<file path="src/mts_pkg.sv">
// Shared constants for the multiphase token sequencer
package mts_pkg;

  // Clock and timing
  localparam int unsigned CLK_PERIOD_PS      = 5000;
  localparam int unsigned TRIG_SPACING_NS    = 50;
  localparam int unsigned TRIG_SPACING_CYC   = (TRIG_SPACING_NS * 1000 + CLK_PERIOD_PS - 1)
                                               / CLK_PERIOD_PS;
  localparam int unsigned STARTUP_WAIT_CYC   = 4;

  // Ring geometry
  localparam int unsigned PHASE_MAX          = 8;
  localparam int unsigned PHASE_SHIFT_DEG    = 360 / PHASE_MAX;

  // Register offsets
  localparam logic [7:0] REG_RAMP_AMP_CFG    = 8'hd0;
  localparam logic [7:0] REG_PHASE_SHED_CTL  = 8'he5;

  // Reset values
  localparam logic [7:0] RAMP_AMP_CFG_RST    = 8'h00;
  localparam logic [7:0] PHASE_SHED_CTL_RST  = 8'h00;

  // Field positions
  localparam int unsigned RAMP_AMP_LSB       = 1;
  localparam int unsigned RAMP_AMP_MSB       = 3;
  localparam int unsigned SHED_DISABLE_BIT   = 0;
  localparam int unsigned SHED_PIN_SEL_BIT   = 1;

  // Timer width
  localparam int unsigned TMR_W              = 16;

  // Start-up role detection
  typedef enum logic [0:0] {
    ST_WAIT = 1'b0,
    ST_RUN  = 1'b1
  } mts_state_e;

endpackage

</file>
<file path="src/mts_timer.sv">
// Loadable down-counter that reports busy while counting
`timescale 1ns/1ps
`default_nettype none
module mts_timer
  import mts_pkg::*;
(
  input  wire logic             clk_sys,
  input  wire logic             rst,
  input  wire logic             start,
  input  wire logic [TMR_W-1:0] load,
  output logic                  busy
);

  typedef struct packed {
    logic [TMR_W-1:0] count;
  } mts_tmr_s;

  mts_tmr_s st_q;
  mts_tmr_s st_d;

  // A start while busy restarts the count
  always_comb begin
    st_d = st_q;
    if (start) begin
      st_d.count = load;
    end else if (st_q.count != '0) begin
      st_d.count = st_q.count - 1'b1;
    end
  end

  always_ff @(posedge clk_sys) begin
    if (rst) begin
      st_q <= '0;
    end else begin
      st_q <= st_d;
    end
  end

  assign busy = (st_q.count != '0);

endmodule
`default_nettype wire

</file>
<file path="src/mts_phase_sequencer.sv">
// One phase of the interleaved constant-on-time token ring
//
// Contract
// - Up to eight ring phases, 45 degrees apart
// - Token-in high at start-up means master
// - Master alone broadcasts triggers on comparator trip
// - Only an armed phase fires on trigger
// - Firing emits one fixed-width token-out pulse
// - Token-in falling edge arms an enabled phase; wait for trigger
// - High-side switch on for fixed on time
// - On time trimmed from phase and total current
// - Triggers spaced at least fifty nanoseconds
// - Transient triggers limited only by spacing
// - Master fires first; watches power-good faults
// - Slave takes writes only; master reads too
// - Master ramp rises fixed time from each trigger; slaves never ramp
// - Ramp amplitude from config bits three:one
// - Shedding never disables the master phase
// - Shed bit zero set disables slave phases while bit one is clear
// - Shed bit one selects pin; high enables
`timescale 1ns/1ps
`default_nettype none
module mts_phase_sequencer
  import mts_pkg::*;
#(
  parameter logic [TMR_W-1:0] TOKEN_PULSE_CYC = 16'h0014,
  parameter logic [TMR_W-1:0] RAMP_RISE_CYC   = 16'h0028,
  parameter logic [TMR_W-1:0] TRIM_STEP_CYC   = 16'h0002,
  parameter logic [TMR_W-1:0] ON_TIME_MIN_CYC = 16'h0004
)
(
  input  wire logic        clk_sys,
  input  wire logic        rst,
  // Ring pins
  input  wire logic        token_in_pin,
  output logic             token_out_pin,
  input  wire logic        trigger_in_pin,
  output logic             trigger_out_pin,
  // Analog interface
  input  wire logic        compare_trip,
  input  wire logic [11:0] on_time_base,
  input  wire logic [11:0] phase_current,
  input  wire logic [15:0] total_current,
  input  wire logic [3:0]  phase_count,
  output logic             high_side_switch,
  output logic             ramp_start,
  output logic             ramp_rising,
  output logic [2:0]       ramp_amplitude,
  // System pins
  input  wire logic        power_good_pin,
  input  wire logic        shed_enable_pin,
  output logic             master_role,
  output logic             role_valid,
  output logic             phase_enabled,
  output logic             slave_fault_seen,
  // Register port
  input  wire logic        reg_wr_en,
  input  wire logic        reg_rd_en,
  input  wire logic [7:0]  reg_addr,
  input  wire logic [7:0]  reg_wdata,
  output logic [7:0]       reg_rdata,
  output logic             reg_rd_valid,
  output logic             reg_rd_refused
);

  typedef struct packed {
    mts_state_e  state;
    logic [2:0]  wait_cnt;
    logic        master;
    logic        tok_s1;
    logic        tok_s2;
    logic        tok_prev;
    logic        trg_s1;
    logic        trg_s2;
    logic        trg_prev;
    logic        cmp_s1;
    logic        cmp_s2;
    logic        pg_s1;
    logic        pg_s2;
    logic        shed_s1;
    logic        shed_s2;
    logic        armed;
    logic        trig_out;
    logic        ramp_go;
    logic        fault;
    logic [7:0]  ramp_cfg;
    logic [7:0]  shed_cfg;
    logic [7:0]  rdata;
    logic        rvalid;
    logic        rrefused;
  } mts_seq_s;

  mts_seq_s st_q;
  mts_seq_s st_d;

  // Timer controls and status
  logic             on_start;
  logic             tok_start;
  logic             space_start;
  logic             ramp_tmr_start;
  logic [TMR_W-1:0] on_load;
  logic             on_busy;
  logic             tok_busy;
  logic             space_busy;
  logic             ramp_busy;

  // Combinational event terms
  logic             running;
  logic             tok_fall;
  logic             trig_evt;
  logic             enabled;
  logic             fire;
  logic             issue_trig;

  // Register read decode, used only by the master read path
  function automatic logic [7:0] reg_read(input logic [7:0] addr,
                                          input logic [7:0] ramp_cfg,
                                          input logic [7:0] shed_cfg);
    logic [7:0] val;
    val = 8'h00;
    case (addr)
      REG_RAMP_AMP_CFG:   val = ramp_cfg;
      REG_PHASE_SHED_CTL: val = shed_cfg;
      default:            val = 8'h00;
    endcase
    return val;
  endfunction

  // Current-sharing trim: compare own current scaled by phase count to total
  function automatic logic [TMR_W-1:0] trim_on_time(input logic [11:0] base,
                                                    input logic [11:0] iphase,
                                                    input logic [15:0] itotal,
                                                    input logic [3:0]  nph);
    logic [15:0]      scaled;
    logic [TMR_W-1:0] t;
    scaled = iphase * nph;
    t      = {4'h0, base};
    if (scaled < itotal) begin
      t = t + TRIM_STEP_CYC;
    end else if (scaled > itotal) begin
      t = (t > TRIM_STEP_CYC + ON_TIME_MIN_CYC) ? t - TRIM_STEP_CYC : ON_TIME_MIN_CYC;
    end
    if (t < ON_TIME_MIN_CYC) begin
      t = ON_TIME_MIN_CYC;
    end
    return t;
  endfunction

  assign running  = (st_q.state == ST_RUN);
  assign tok_fall = st_q.tok_prev & ~st_q.tok_s2;

  // Master reacts to its own trigger; slaves to the broadcast edge
  assign trig_evt = st_q.master ? st_q.trig_out
                                : (st_q.trg_s2 & ~st_q.trg_prev);

  // Master is always enabled; slaves follow bus bit or pin
  assign enabled = st_q.master
                 | (st_q.shed_cfg[SHED_PIN_SEL_BIT] ? st_q.shed_s2
                                                    : ~st_q.shed_cfg[SHED_DISABLE_BIT]);

  // Only the armed, enabled, idle phase switches on
  assign fire = running & trig_evt & st_q.armed & enabled & ~on_busy;

  // Trigger rate bounded only by minimum spacing, so transients repeat fast
  assign issue_trig = running & st_q.master & st_q.cmp_s2 & ~space_busy;

  assign on_load        = trim_on_time(on_time_base, phase_current,
                                       total_current, phase_count);
  assign on_start       = fire;
  // A shed slave still forwards the token so the ring keeps turning
  assign tok_start      = fire | (running & ~enabled & tok_fall);
  assign space_start    = issue_trig;
  assign ramp_tmr_start = issue_trig;

  // Next-state logic
  always_comb begin
    st_d = st_q;

    // Two-flop synchronisers for every pin input
    st_d.tok_s1   = token_in_pin;
    st_d.tok_s2   = st_q.tok_s1;
    st_d.tok_prev = st_q.tok_s2;
    st_d.trg_s1   = trigger_in_pin;
    st_d.trg_s2   = st_q.trg_s1;
    st_d.trg_prev = st_q.trg_s2;
    st_d.cmp_s1   = compare_trip;
    st_d.cmp_s2   = st_q.cmp_s1;
    st_d.pg_s1    = power_good_pin;
    st_d.pg_s2    = st_q.pg_s1;
    st_d.shed_s1  = shed_enable_pin;
    st_d.shed_s2  = st_q.shed_s1;

    st_d.trig_out = issue_trig;
    st_d.ramp_go  = issue_trig;
    st_d.rvalid   = 1'b0;
    st_d.rrefused = 1'b0;

    // Role detection waits for the synchroniser to settle, then latches
    case (st_q.state)
      ST_WAIT: begin
        if (st_q.wait_cnt == STARTUP_WAIT_CYC[2:0]) begin
          st_d.state  = ST_RUN;
          st_d.master = st_q.tok_s2;
          st_d.armed  = st_q.tok_s2;
        end else begin
          st_d.wait_cnt = st_q.wait_cnt + 3'h1;
        end
      end
      ST_RUN: begin
        // Arming wins over the clear of a same-cycle firing
        if (fire) begin
          st_d.armed = 1'b0;
        end
        if (tok_fall & enabled) begin
          st_d.armed = 1'b1;
        end
      end
      default: begin
        st_d.state = ST_WAIT;
      end
    endcase

    // Slaves pull power-good low to flag a fault; sticky until reset
    if (running & st_q.master & ~st_q.pg_s2) begin
      st_d.fault = 1'b1;
    end

    // Register writes are accepted by every phase
    if (reg_wr_en) begin
      case (reg_addr)
        REG_RAMP_AMP_CFG:   st_d.ramp_cfg = reg_wdata;
        REG_PHASE_SHED_CTL: st_d.shed_cfg = reg_wdata;
        default: begin
        end
      endcase
    end

    // Reads are answered only by the master
    if (reg_rd_en) begin
      if (running & st_q.master) begin
        st_d.rdata  = reg_read(reg_addr, st_q.ramp_cfg, st_q.shed_cfg);
        st_d.rvalid = 1'b1;
      end else begin
        st_d.rrefused = 1'b1;
      end
    end
  end

  always_ff @(posedge clk_sys) begin
    if (rst) begin
      st_q          <= '0;
      st_q.state    <= ST_WAIT;
      st_q.ramp_cfg <= RAMP_AMP_CFG_RST;
      st_q.shed_cfg <= PHASE_SHED_CTL_RST;
      st_q.pg_s1    <= 1'b1;
      st_q.pg_s2    <= 1'b1;
    end else begin
      st_q <= st_d;
    end
  end

  // On-time timer drives the high-side switch
  mts_timer u_on_tmr (
    .clk_sys (clk_sys),
    .rst     (rst),
    .start   (on_start),
    .load    (on_load),
    .busy    (on_busy)
  );

  // Fixed-width token pulse toward the next phase
  mts_timer u_tok_tmr (
    .clk_sys (clk_sys),
    .rst     (rst),
    .start   (tok_start),
    .load    (TOKEN_PULSE_CYC),
    .busy    (tok_busy)
  );

  // Loads one less than the spacing, since the issuing cycle passes before busy rises
  mts_timer u_space_tmr (
    .clk_sys (clk_sys),
    .rst     (rst),
    .start   (space_start),
    .load    (TMR_W'(TRIG_SPACING_CYC - 1)),
    .busy    (space_busy)
  );

  // Fixed ramp rise window, independent of amplitude
  mts_timer u_ramp_tmr (
    .clk_sys (clk_sys),
    .rst     (rst),
    .start   (ramp_tmr_start),
    .load    (RAMP_RISE_CYC),
    .busy    (ramp_busy)
  );

  // Outputs; switch and token come straight from timer counts
  assign high_side_switch = on_busy;
  assign token_out_pin    = tok_busy;
  assign trigger_out_pin  = st_q.trig_out;
  assign ramp_start       = st_q.ramp_go;
  assign ramp_rising      = ramp_busy;
  assign ramp_amplitude   = st_q.ramp_cfg[RAMP_AMP_MSB:RAMP_AMP_LSB];
  assign master_role      = st_q.master;
  assign role_valid       = running;
  assign phase_enabled    = enabled;
  assign slave_fault_seen = st_q.fault;
  assign reg_rdata        = st_q.rdata;
  assign reg_rd_valid     = st_q.rvalid;
  assign reg_rd_refused   = st_q.rrefused;

endmodule
`default_nettype wire

</file>
<file path="config.mk">
export PLATFORM = sky130hd
export DESIGN_NAME = mts_phase_sequencer
export DESIGN_NICKNAME = d
export VERILOG_FILES = /design/src/mts_pkg.sv /design/src/mts_timer.sv /design/src/mts_phase_sequencer.sv
export SDC_FILE = /design/constraint.sdc
export NUM_CORES = 1
export LEC_CHECK = 0
export BUFFER_PORTS_ARGS = -buffer_cell sky130_fd_sc_hd__clkbuf_2
export CAP_MARGIN = 20
export CORE_UTILIZATION = 55
export CTS_BUF_LIST = sky130_fd_sc_hd__clkbuf_4
export DETAILED_ROUTE_END_ITERATION = 10
export GPL_TIMING_DRIVEN = 0
export PLACE_DENSITY = 0.84
export SYNTH_ARGS = -nofsm -noshare
export SYNTH_HDL_FRONTEND = slang
export SYNTH_SLANG_ARGS = --single-unit
</file>
<file path="constraint.sdc">
create_clock -name clk_sys -period 11.3 [get_ports clk_sys]
set_input_delay 1.695 -clock clk_sys [delete_from_list [all_inputs] [get_ports clk_sys]]
set_output_delay 1.695 -clock clk_sys [all_outputs]
set_load 0.05 [all_outputs]
</file>
Word level (Yosys, flattened, before mapping) --
Cells that the tools add are included.
Storage, ports and cells: memories 0, bits of input ports 69, output and inout bits 22, bits in writable memories 0, bits in latches 0, logic and storage cells 114, flip-flop bits (word level) 110, bits in read-only memories 0
Cells by class: multiply operators 1, equal/unequal tests 5, bitwise operators 25, add/subtract/negate cells 7, muxes and demuxes 25, shift operators 0, div/mod/pow operators 0, reductions and logical operators 17, order comparisons 4
Operator list (count):
- $mux W16 | 6
- $reduce_bool A16 Y1 | 4
- $sub A16 B1 Y16 const B | 4
- $eq A8 B8 Y1 const B | 2
- $gt A16 B16 Y1 | 1
- $lt A16 B16 Y1 | 1
- $lt A16 B3 Y1 const B | 1
- $mul A12 B4 Y16 | 1
- $pmux W8 S2 | 1
- $mux W5 | 3
- $add A12 B2 Y13 const B | 1
- $and A1 B1 Y1 | 13
- $sub A12 B2 Y13 const B | 1
- $gt A12 B3 Y1 const B | 1
- $mux W6 | 2
- $reduce_and A2 Y1 | 6
- $not A1 Y1 | 10
- $mux W1 | 9
- $mux W4 | 2
- $reduce_bool A2 Y1 | 4
- $reduce_or A2 Y1 | 3
- $add A3 B1 Y3 const B | 1
- $eq A3 B3 Y1 const B | 1
- $mux W3 | 1
- other kinds (4) | 5

Logic depth before layout (Yosys ltp) --
Gate-level depths: netlist of run 1.
depth after elaboration 10, gate-level depth with buffers 25, depth with buffers taken out 23

By module --
From an unflattened synthesis of run 1, not the netlist that was laid out.
Second synthesis, totals: cells, all modules 997, area total of the unflattened synthesis 8104.0 µm²
Modules (own cells, without submodules):
- mts_phase_sequencer | sequential area each 920.9 µm², area each 4312.9 µm², times used 1, cells an instance 563
- mts_timer at u_on_tmr ... | sequential area each 320.3 µm², area each 970.9 µm², times used 3, cells an instance 110
- mts_timer at u_tok_tmr | sequential area each 320.3 µm², area each 878.3 µm², times used 1, cells an instance 104

Worst setup path before layout of run 1 --
No wires, ideal clock.
kind input to register, start input phase_count[3], end register u_on_tmr.st_q[2] (netlist name), path buffers 2, data required time 11.181 ns, setup time 0.119 ns, stages on the path 23, setup slack 3.900 ns, arrival time 7.282 ns, cells stage by stage clkbuf_1 -> nand2_1 -> fa_1 -> fa_1 -> inv_1 -> ha_1 -> a21o_1 -> a21oi_1 -> o21ai_0 -> a31o_2 -> a41o_1 -> o41ai_1 -> o211ai_1 -> ha_1 -> nand4_1 -> or4_1 -> clkbuf_1 -> nand3_1 -> mux2_2 -> and4_1 -> o22ai_1 -> nor3_1 -> o221a_1
Between the ends: cells in the longest elaborated chain, start to end 7, elaborated cells on any way between the ends 8, classes of those cells mul: 1; order compare: 3; mux: 4
Ends and longest elaborated chain:
- from (decl) | RTL line mts_phase_sequencer.sv:44 | input wire logic [3:0] phase_count,
- $mul A12 B4 Y16 (*) | RTL line mts_phase_sequencer.sv:136 | scaled = iphase * nph;
- $gt A16 B16 Y1 | RTL line mts_phase_sequencer.sv:140 | end else if (scaled > itotal) begin
- $mux W16 | RTL line mts_phase_sequencer.sv:140
- $mux W16 (*) | RTL line mts_phase_sequencer.sv:138 | if (scaled < itotal) begin
- $lt A16 B3 Y1 | RTL line mts_phase_sequencer.sv:143 | if (t < ON_TIME_MIN_CYC) begin
- $mux W16 (*) | RTL line mts_phase_sequencer.sv:143
- $mux W16 (*) | RTL line mts_timer.sv:24 | if (start) begin
- to (signal assigned) | RTL line mts_timer.sv:35 | st_q <= st_d;
- to (decl) | RTL line mts_timer.sv:18 | mts_tmr_s st_q;
Every way passes the cells marked *; elsewhere a longest branch is shown, timed or not. A chain may end at the register's enable or synchronous reset.

Final worst setup path of run 1 --
start input phase_count[2], end register u_on_tmr.st_q[2] (netlist name)
Same word-level chain as after synthesis.

==> results of run 1 <==
sequential cells by signal (all words and copies together), names as in the netlist:
register and cells:
st_q 22, u_on_tmr.st_q 16, u_ramp_tmr.st_q 16, u_space_tmr.st_q 16, u_tok_tmr.st_q 16, reg_rdata 8
st_d 7, ramp_amplitude 3, master_role 1, ramp_start 1, reg_rd_refused 1, reg_rd_valid 1
role_valid 1, slave_fault_seen 1
power breakdown:
part	switching [uW]	leakage, uW	total, uW	internal (uW)
registers	80.3	0.000900	561	480
logic	423	0.00246	755	332
clock network	138	0.0000803	210	72.2
total	641	0.00344	1530	885
routing by layer:
| metal | GRT usage | up-vias |
|---|---|---|
| met5 | 0 | - |
| met4 | 0.06751 | 0 |
| met3 | 0.03038 | 15 |
| met2 | 0.4278 | 169 |
| met1 | 0.3045 | 3014 |
| li1 | - | 3296 |
stage by stage:
| stage | hold WS, ns | total power, uW | cells |
|---|---|---|---|
| final | 0.4249 | 1525 | 1179 |
| after global routing | 0.4731 | 1654 | 1179 |
| after CTS | 0.4322 | 1527 | 1179 |
| after detailed placement | 0.4076 | 1316 | 1163 |
| after global placement | 0.4092 | 1286 | 1162 |
| after floorplan | 0.3895 | 1163 | 907 |
worst max-delay path by stage:
stage	from	endpoint	slack, ns
floorplan	phase_count[3]	u_on_tmr.st_q[2]	3.90
global placement	phase_count[2]	u_on_tmr.st_q[2]	3.09
detailed placement	phase_count[2]	u_on_tmr.st_q[2]	3.02
CTS	phase_count[2]	u_on_tmr.st_q[2]	3.54
global route	phase_count[2]	u_on_tmr.st_q[2]	2.99
finish	phase_count[2]	u_on_tmr.st_q[2]	3.42
cell usage in the layout, fill, tap and decap left out, drive strengths merged, types with 6 or more instances in the layout:
master | netlist | final
clkbuf | 31 | 123
dfxtp | 110 | 110
nor2 | 102 | 102
inv | 80 | 83
nand2 | 75 | 75
a21oi | 49 | 49
ha | 44 | 44
xnor2 | 43 | 43
nand3 | 34 | 34
and2 | 34 | 34
nor3 | 32 | 32
xor2 | 20 | 20
fa | 20 | 20
buf | 19 | 20
a211oi | 18 | 18
o21ai | 16 | 16
nor4 | 15 | 15
or3 | 15 | 15
nor2b | 13 | 13
nand4 | 11 | 11
or4 | 11 | 11
a22oi | 10 | 10
nand2b | 9 | 9
nor3b | 8 | 8
and3 | 6 | 6
mux2i | 6 | 6
or2 | 6 | 6
worst max-delay path, cell delays in order:
cell      delay, ns
clkbuf_2       0.12
clkbuf_1       0.34
nand2_1        0.13
fa_1           0.50
fa_1           0.60
inv_1          0.06
ha_1           0.29
a21o_1         0.16
a21oi_1        0.21
o21ai_0        0.15
a31o_2         0.28
a41o_1         0.25
o41ai_1        0.55
o211ai_1       0.19
ha_1           0.33
nand4_1        0.24
nor4_2         0.87
or4_1          0.22
o21ai_0        0.15
nor4_1         0.33
o22ai_1        0.18
nor3_1         0.23
o221a_1        0.23
cells by family after synthesis:
family	synth area share
fa+ha+maj	0.1302
mux	0.009762
simple gates	0.2716
buf+inv	0.07553
compound gates	0.1360
flops	0.3014
xor+xnor	0.07553
cell type report:
| type | count | area (um2) |
|---|---|---|
| plain buffers | 50 | 251.5 |
| clock buffers | 9 | 67.56 |
| clock inverters | 7 | 88.84 |
| fillers | 1082 | 4676 |
| inverters | 80 | 300.3 |
| multi-input cells | 667 | 4552 |
| flip-flops and latches | 110 | 2202 |
| well taps | 172 | 215.2 |
| repair buffers | 84 | 420.4 |
==> flow_summary.toml, run 1 <==
[routing]
drcViolationCount = 0
finalWirelength_mm = 15.83
met2_length_mm = 7.489
top_layer_used = "met4"
first_pass_iters = 4
drtAntennaViolNets = 0
drtIter0Drc = 431
routed-wl-met3_um = 669
wirelength_met1_mm = 7.499
vias_per_cell = 5.508
num_vias = 6494
avgRoutedWirePerCell_um = 13.42

[hold_path]
hold_end = "st_q[32]"
hold_class = "reg -> reg"
worstHoldPathCells = 1
hold_path_startpoint = "st_d[32]"

[placed_design]
placed_area_um2 = 7941
place_ws_ns = 3.017
portBuffers = 83
place.gp.congestion = 0.9591
dp.final_hpwl_mm = 12.37

[sta]
finalCritPeriodShare = 0.6975
finalSetupViolCount = 0
worst_pin_slew_ns = 0.9062
final_max_slew_viol_count = 0
finalSetupTns_ns = 0
setup_ws_ns = 3.418
hold_viol_final = 0
clock_skew_ns = 0.02732
max_freq_mhz = 126.9
max_slew_margin = 0.3909
rsz0062_at_grt = "false"
layout_min_cycle_time_ns = 7.882

[logic_synthesis]
synth.most_common_cell = "dfxtp_1"
ys_seq_area_frac = 0.3014
synth_common_cells = "dfxtp_1 (110), nor2_1 (101), inv_1 (80)"
synth.largest_area_cell = "dfxtp_1"
syn-instance-count = 907
synth_ff_type = "dfxtp_1"
synthesis.nets = 1040
yosys.area.top_type_share = 0.3014
yosys_warnings = 0
avgSynthCellArea_um2 = 8.055
synth_area_leaders = "dfxtp_1 (30%), ha_1 (7.5%), fa_1 (5.5%)"
ys_seq_elements = 110
yosysUniqueCellTypes = 70
synth_area_um2 = 7306
synth_edf_count = 0
async_flop_share = 0

[clock_network]
cts-buffers-inserted = 9
root_buffer = "clkbuf_4"
clk_pin_slew_ns = 0.19
h-tree-depth = 3
ctsResizeCount = 0
cts_setup_buffers = 0
clock_latency_ns = 0.47
cts-hold-fix-buffers = 0
cts_tree = "yes"
cts.sink_count = 110
cts_buffer_depth = 2

[final_layout]
drive_above_1_share = 0.1390
utilization = 0.6340
fin_nets = 1135
syn_to_final_growth_pct = 10.84
diodes = 0
final_area_um2 = 8098

[setup_path]
path_class = "in -> reg"
crit_fanout = 10
end_kind = "flop"
cp.arrival_ns = 8.30
critPathLaunchType = "input port"
r2r_slack_ns = 8.02
reg2reg_from = "u_on_tmr.st_q[0]"
crit_required_ns = 11.72
worst-r2r-cell-count = 12
timing.rr.end = "u_tok_tmr.st_q[9]"

[global_routing]
grtUsageTotal = 0.2404
antenna_found_initial = 0
first_global_vias = 6200
grt_pass1_wl_mm = 26.75
overflow = 0
grt_max_degree = 21

[floorplanning]
io_pins = 91
dieArea_um2 = 13750
rows = 41
die_h_um = 117.3
core-area_um2 = 12770
fp.dieW_um = 117.3
start_util = 0.5719

[pwr]
power.density_nw_per_um2 = 188.4
ir_worst_vdd_mv = 0.08216
p_leak_uw = 0.003438

[flow_run]
max-cap-violations = 0

[status]
outcome = "complete, no violations"
No activity file was read; power rests on OpenSTA's default activity.
==> run 2: changes to the inputs <==
==> constraint.sdc (replaced) <==
create_clock -name clk_sys -period 7.3 [get_ports clk_sys]
set_input_delay 1.095 -clock clk_sys [delete_from_list [all_inputs] [get_ports clk_sys]]
set_output_delay 1.095 -clock clk_sys [all_outputs]
set_load 0.05 [all_outputs]
==> flow_summary.toml, run 2 (synthesized netlist as in run 1, its figures left out) <==
[clock_network]
cts-buffers-inserted = 9
cts.sink_count = 110
cts_setup_buffers = 0
cts-hold-fix-buffers = 0
cts_buffer_depth = 2
ctsResizeCount = 0
h-tree-depth = 3
cts_tree = "yes"
root_buffer = "clkbuf_4"
clk_pin_slew_ns = 0.19
clock_latency_ns = 0.47

[final_layout]
final_area_um2 = 8109
diodes = 0
final_common_cell = "dfxtp_1"
syn_to_final_growth_pct = 11.00
largest_reg_flops = 22
register_area_um2 = 2202
multi_input_area_um2 = 4574
mostFrequentLayoutCells = "dfxtp_1 (110), nor2_1 (101), clkbuf_2 (83)"
drive_above_1_share = 0.1414
utilization = 0.6348
fin_nets = 1132
nFillCells = 1081
largest_register = "st_q"

[routing]
avgRoutedWirePerCell_um = 13.41
finalWirelength_mm = 15.77
num_vias = 6491
vias_per_cell = 5.520
first_pass_iters = 4
drtAntennaViolNets = 0
drtIter0Drc = 438
drcViolationCount = 0

[sta]
clock_skew_ns = 0.02848
worst_pin_slew_ns = 0.5889
rsz0062_at_grt = "false"
layout_min_cycle_time_ns = 6.968
final_max_slew_viol_count = 0
hold_viol_final = 0
finalCritPeriodShare = 0.9545
setup_ws_ns = 0.3319
max_freq_mhz = 143.5
finalSetupViolCount = 0
max_slew_margin = 0.6044
finalSetupTns_ns = 0

[floorplanning]
io_pins = 91
start_util = 0.5719
fp.dieW_um = 117.3
die_h_um = 117.3
dieArea_um2 = 13750
core-area_um2 = 12770
rows = 41

[setup_path]
crit_required_ns = 7.67
end_kind = "flop"
cp.arrival_ns = 7.34
worst-r2r-cell-count = 12
crit_fanout = 12
reg2reg_from = "u_on_tmr.st_q[0]"
critPathLaunchType = "input port"
timing.rr.end = "u_tok_tmr.st_q[9]"
startpoint = "phase_count[3]"
path_class = "in -> reg"
r2r_slack_ns = 4.02

[pwr]
p_sw_frac = 0.4206
p_total_uw = 2366
p_switching_uw = 995.0
comb_power_share = 0.496
p_leak_uw = 0.003456
p_int_uw = 1371
ir_worst_vdd_mv = 0.1270
power.density_nw_per_um2 = 291.8
p_clk_frac = 0.137
seq_power_share = 0.367

[hold_path]
hold_path_startpoint = "st_d[32]"
hold_end = "st_q[32]"
worstHoldPathCells = 1
hold_class = "reg -> reg"

[global_routing]
antenna_found_initial = 0
grtUsageTotal = 0.2404
grt_max_degree = 21
first_global_vias = 6200
overflow = 0
grt_pass1_wl_mm = 26.75

[placed_design]
place_ws_ns = -0.3827
place.gp.congestion = 0.9591
portBuffers = 83
dp.final_hpwl_mm = 12.37
placed_area_um2 = 7941

[status]
outcome = "complete, no violations"

[flow_run]
max-cap-violations = 0
==> run 2: changes by cell type in the layout (fill, tap and decap cells not counted), sizes merged <==
cell | previous run | this run
clkbuf | 123 | 120
==> run 2: layout make-up <==
type | instances | share of cell area
tap | 172 | 0.02654
buffer | 47 | 0.02962
timing repair buffer | 84 | 0.05184
multi-input combinational | 667 | 0.5641
clock buffer | 9 | 0.008332
clock inverter | 7 | 0.01096
sequential | 110 | 0.2716
inverter | 80 | 0.03703
==> run 2: through the flow <==
step / hold slack, ns / cells
after floorplan: 0.3895 / 907
after global placement: 0.4092 / 1162
after detailed placement: 0.4076 / 1163
after CTS: 0.4322 / 1179
after global routing: 0.4731 / 1176
final: 0.4225 / 1176
==> run 2: routing by layer <==
metal,track usage,vias up,wire (um)
met5,0,-,0
met4,0.06751,0,222
met3,0.03038,22,638
met2,0.4278,156,7512
met1,0.3045,3026,7398
li1,-,3287,-
==> run 2: critical path, stage by stage <==
cell and delay [ns]:
clkbuf_2 0.18, and2_1 0.20, fa_1 0.53, inv_1 0.06, fa_1 0.52, inv_1 0.04, ha_1 0.32, nor2b_1 0.15
o21ai_0 0.19, a21boi_0 0.14, o21ai_0 0.28, a21oi_1 0.16, a41o_1 0.28, o41a_1 0.32, xor2_1 0.15, ha_1 0.31
nand4_1 0.29, or4_1 0.60, clkbuf_1 0.22, nand3_1 0.14, mux2_2 0.36, and4_1 0.20, o22ai_1 0.24, nor3_1 0.10
o221a_1 0.24
==> run 2: power groups by stage <==
stage               Sequential [uW]  Combinational, uW  Clock, uW
floorplan                       855                946          0
global placement                869               1120          0
detailed placement              877               1160          0
CTS                             866               1170        328
global route                    888               1330        350
finish                          868               1170        324
==> run 2: worst max path at each step <==
stage / cells after the start / endpoint
global route: 25 / u_on_tmr.st_q[1]
finish: 25 / u_on_tmr.st_q[2]
CTS: 24 / u_on_tmr.st_q[2]
floorplan: 23 / u_on_tmr.st_q[2]
detailed placement: 24 / u_on_tmr.st_q[2]
global placement: 24 / u_on_tmr.st_q[2]
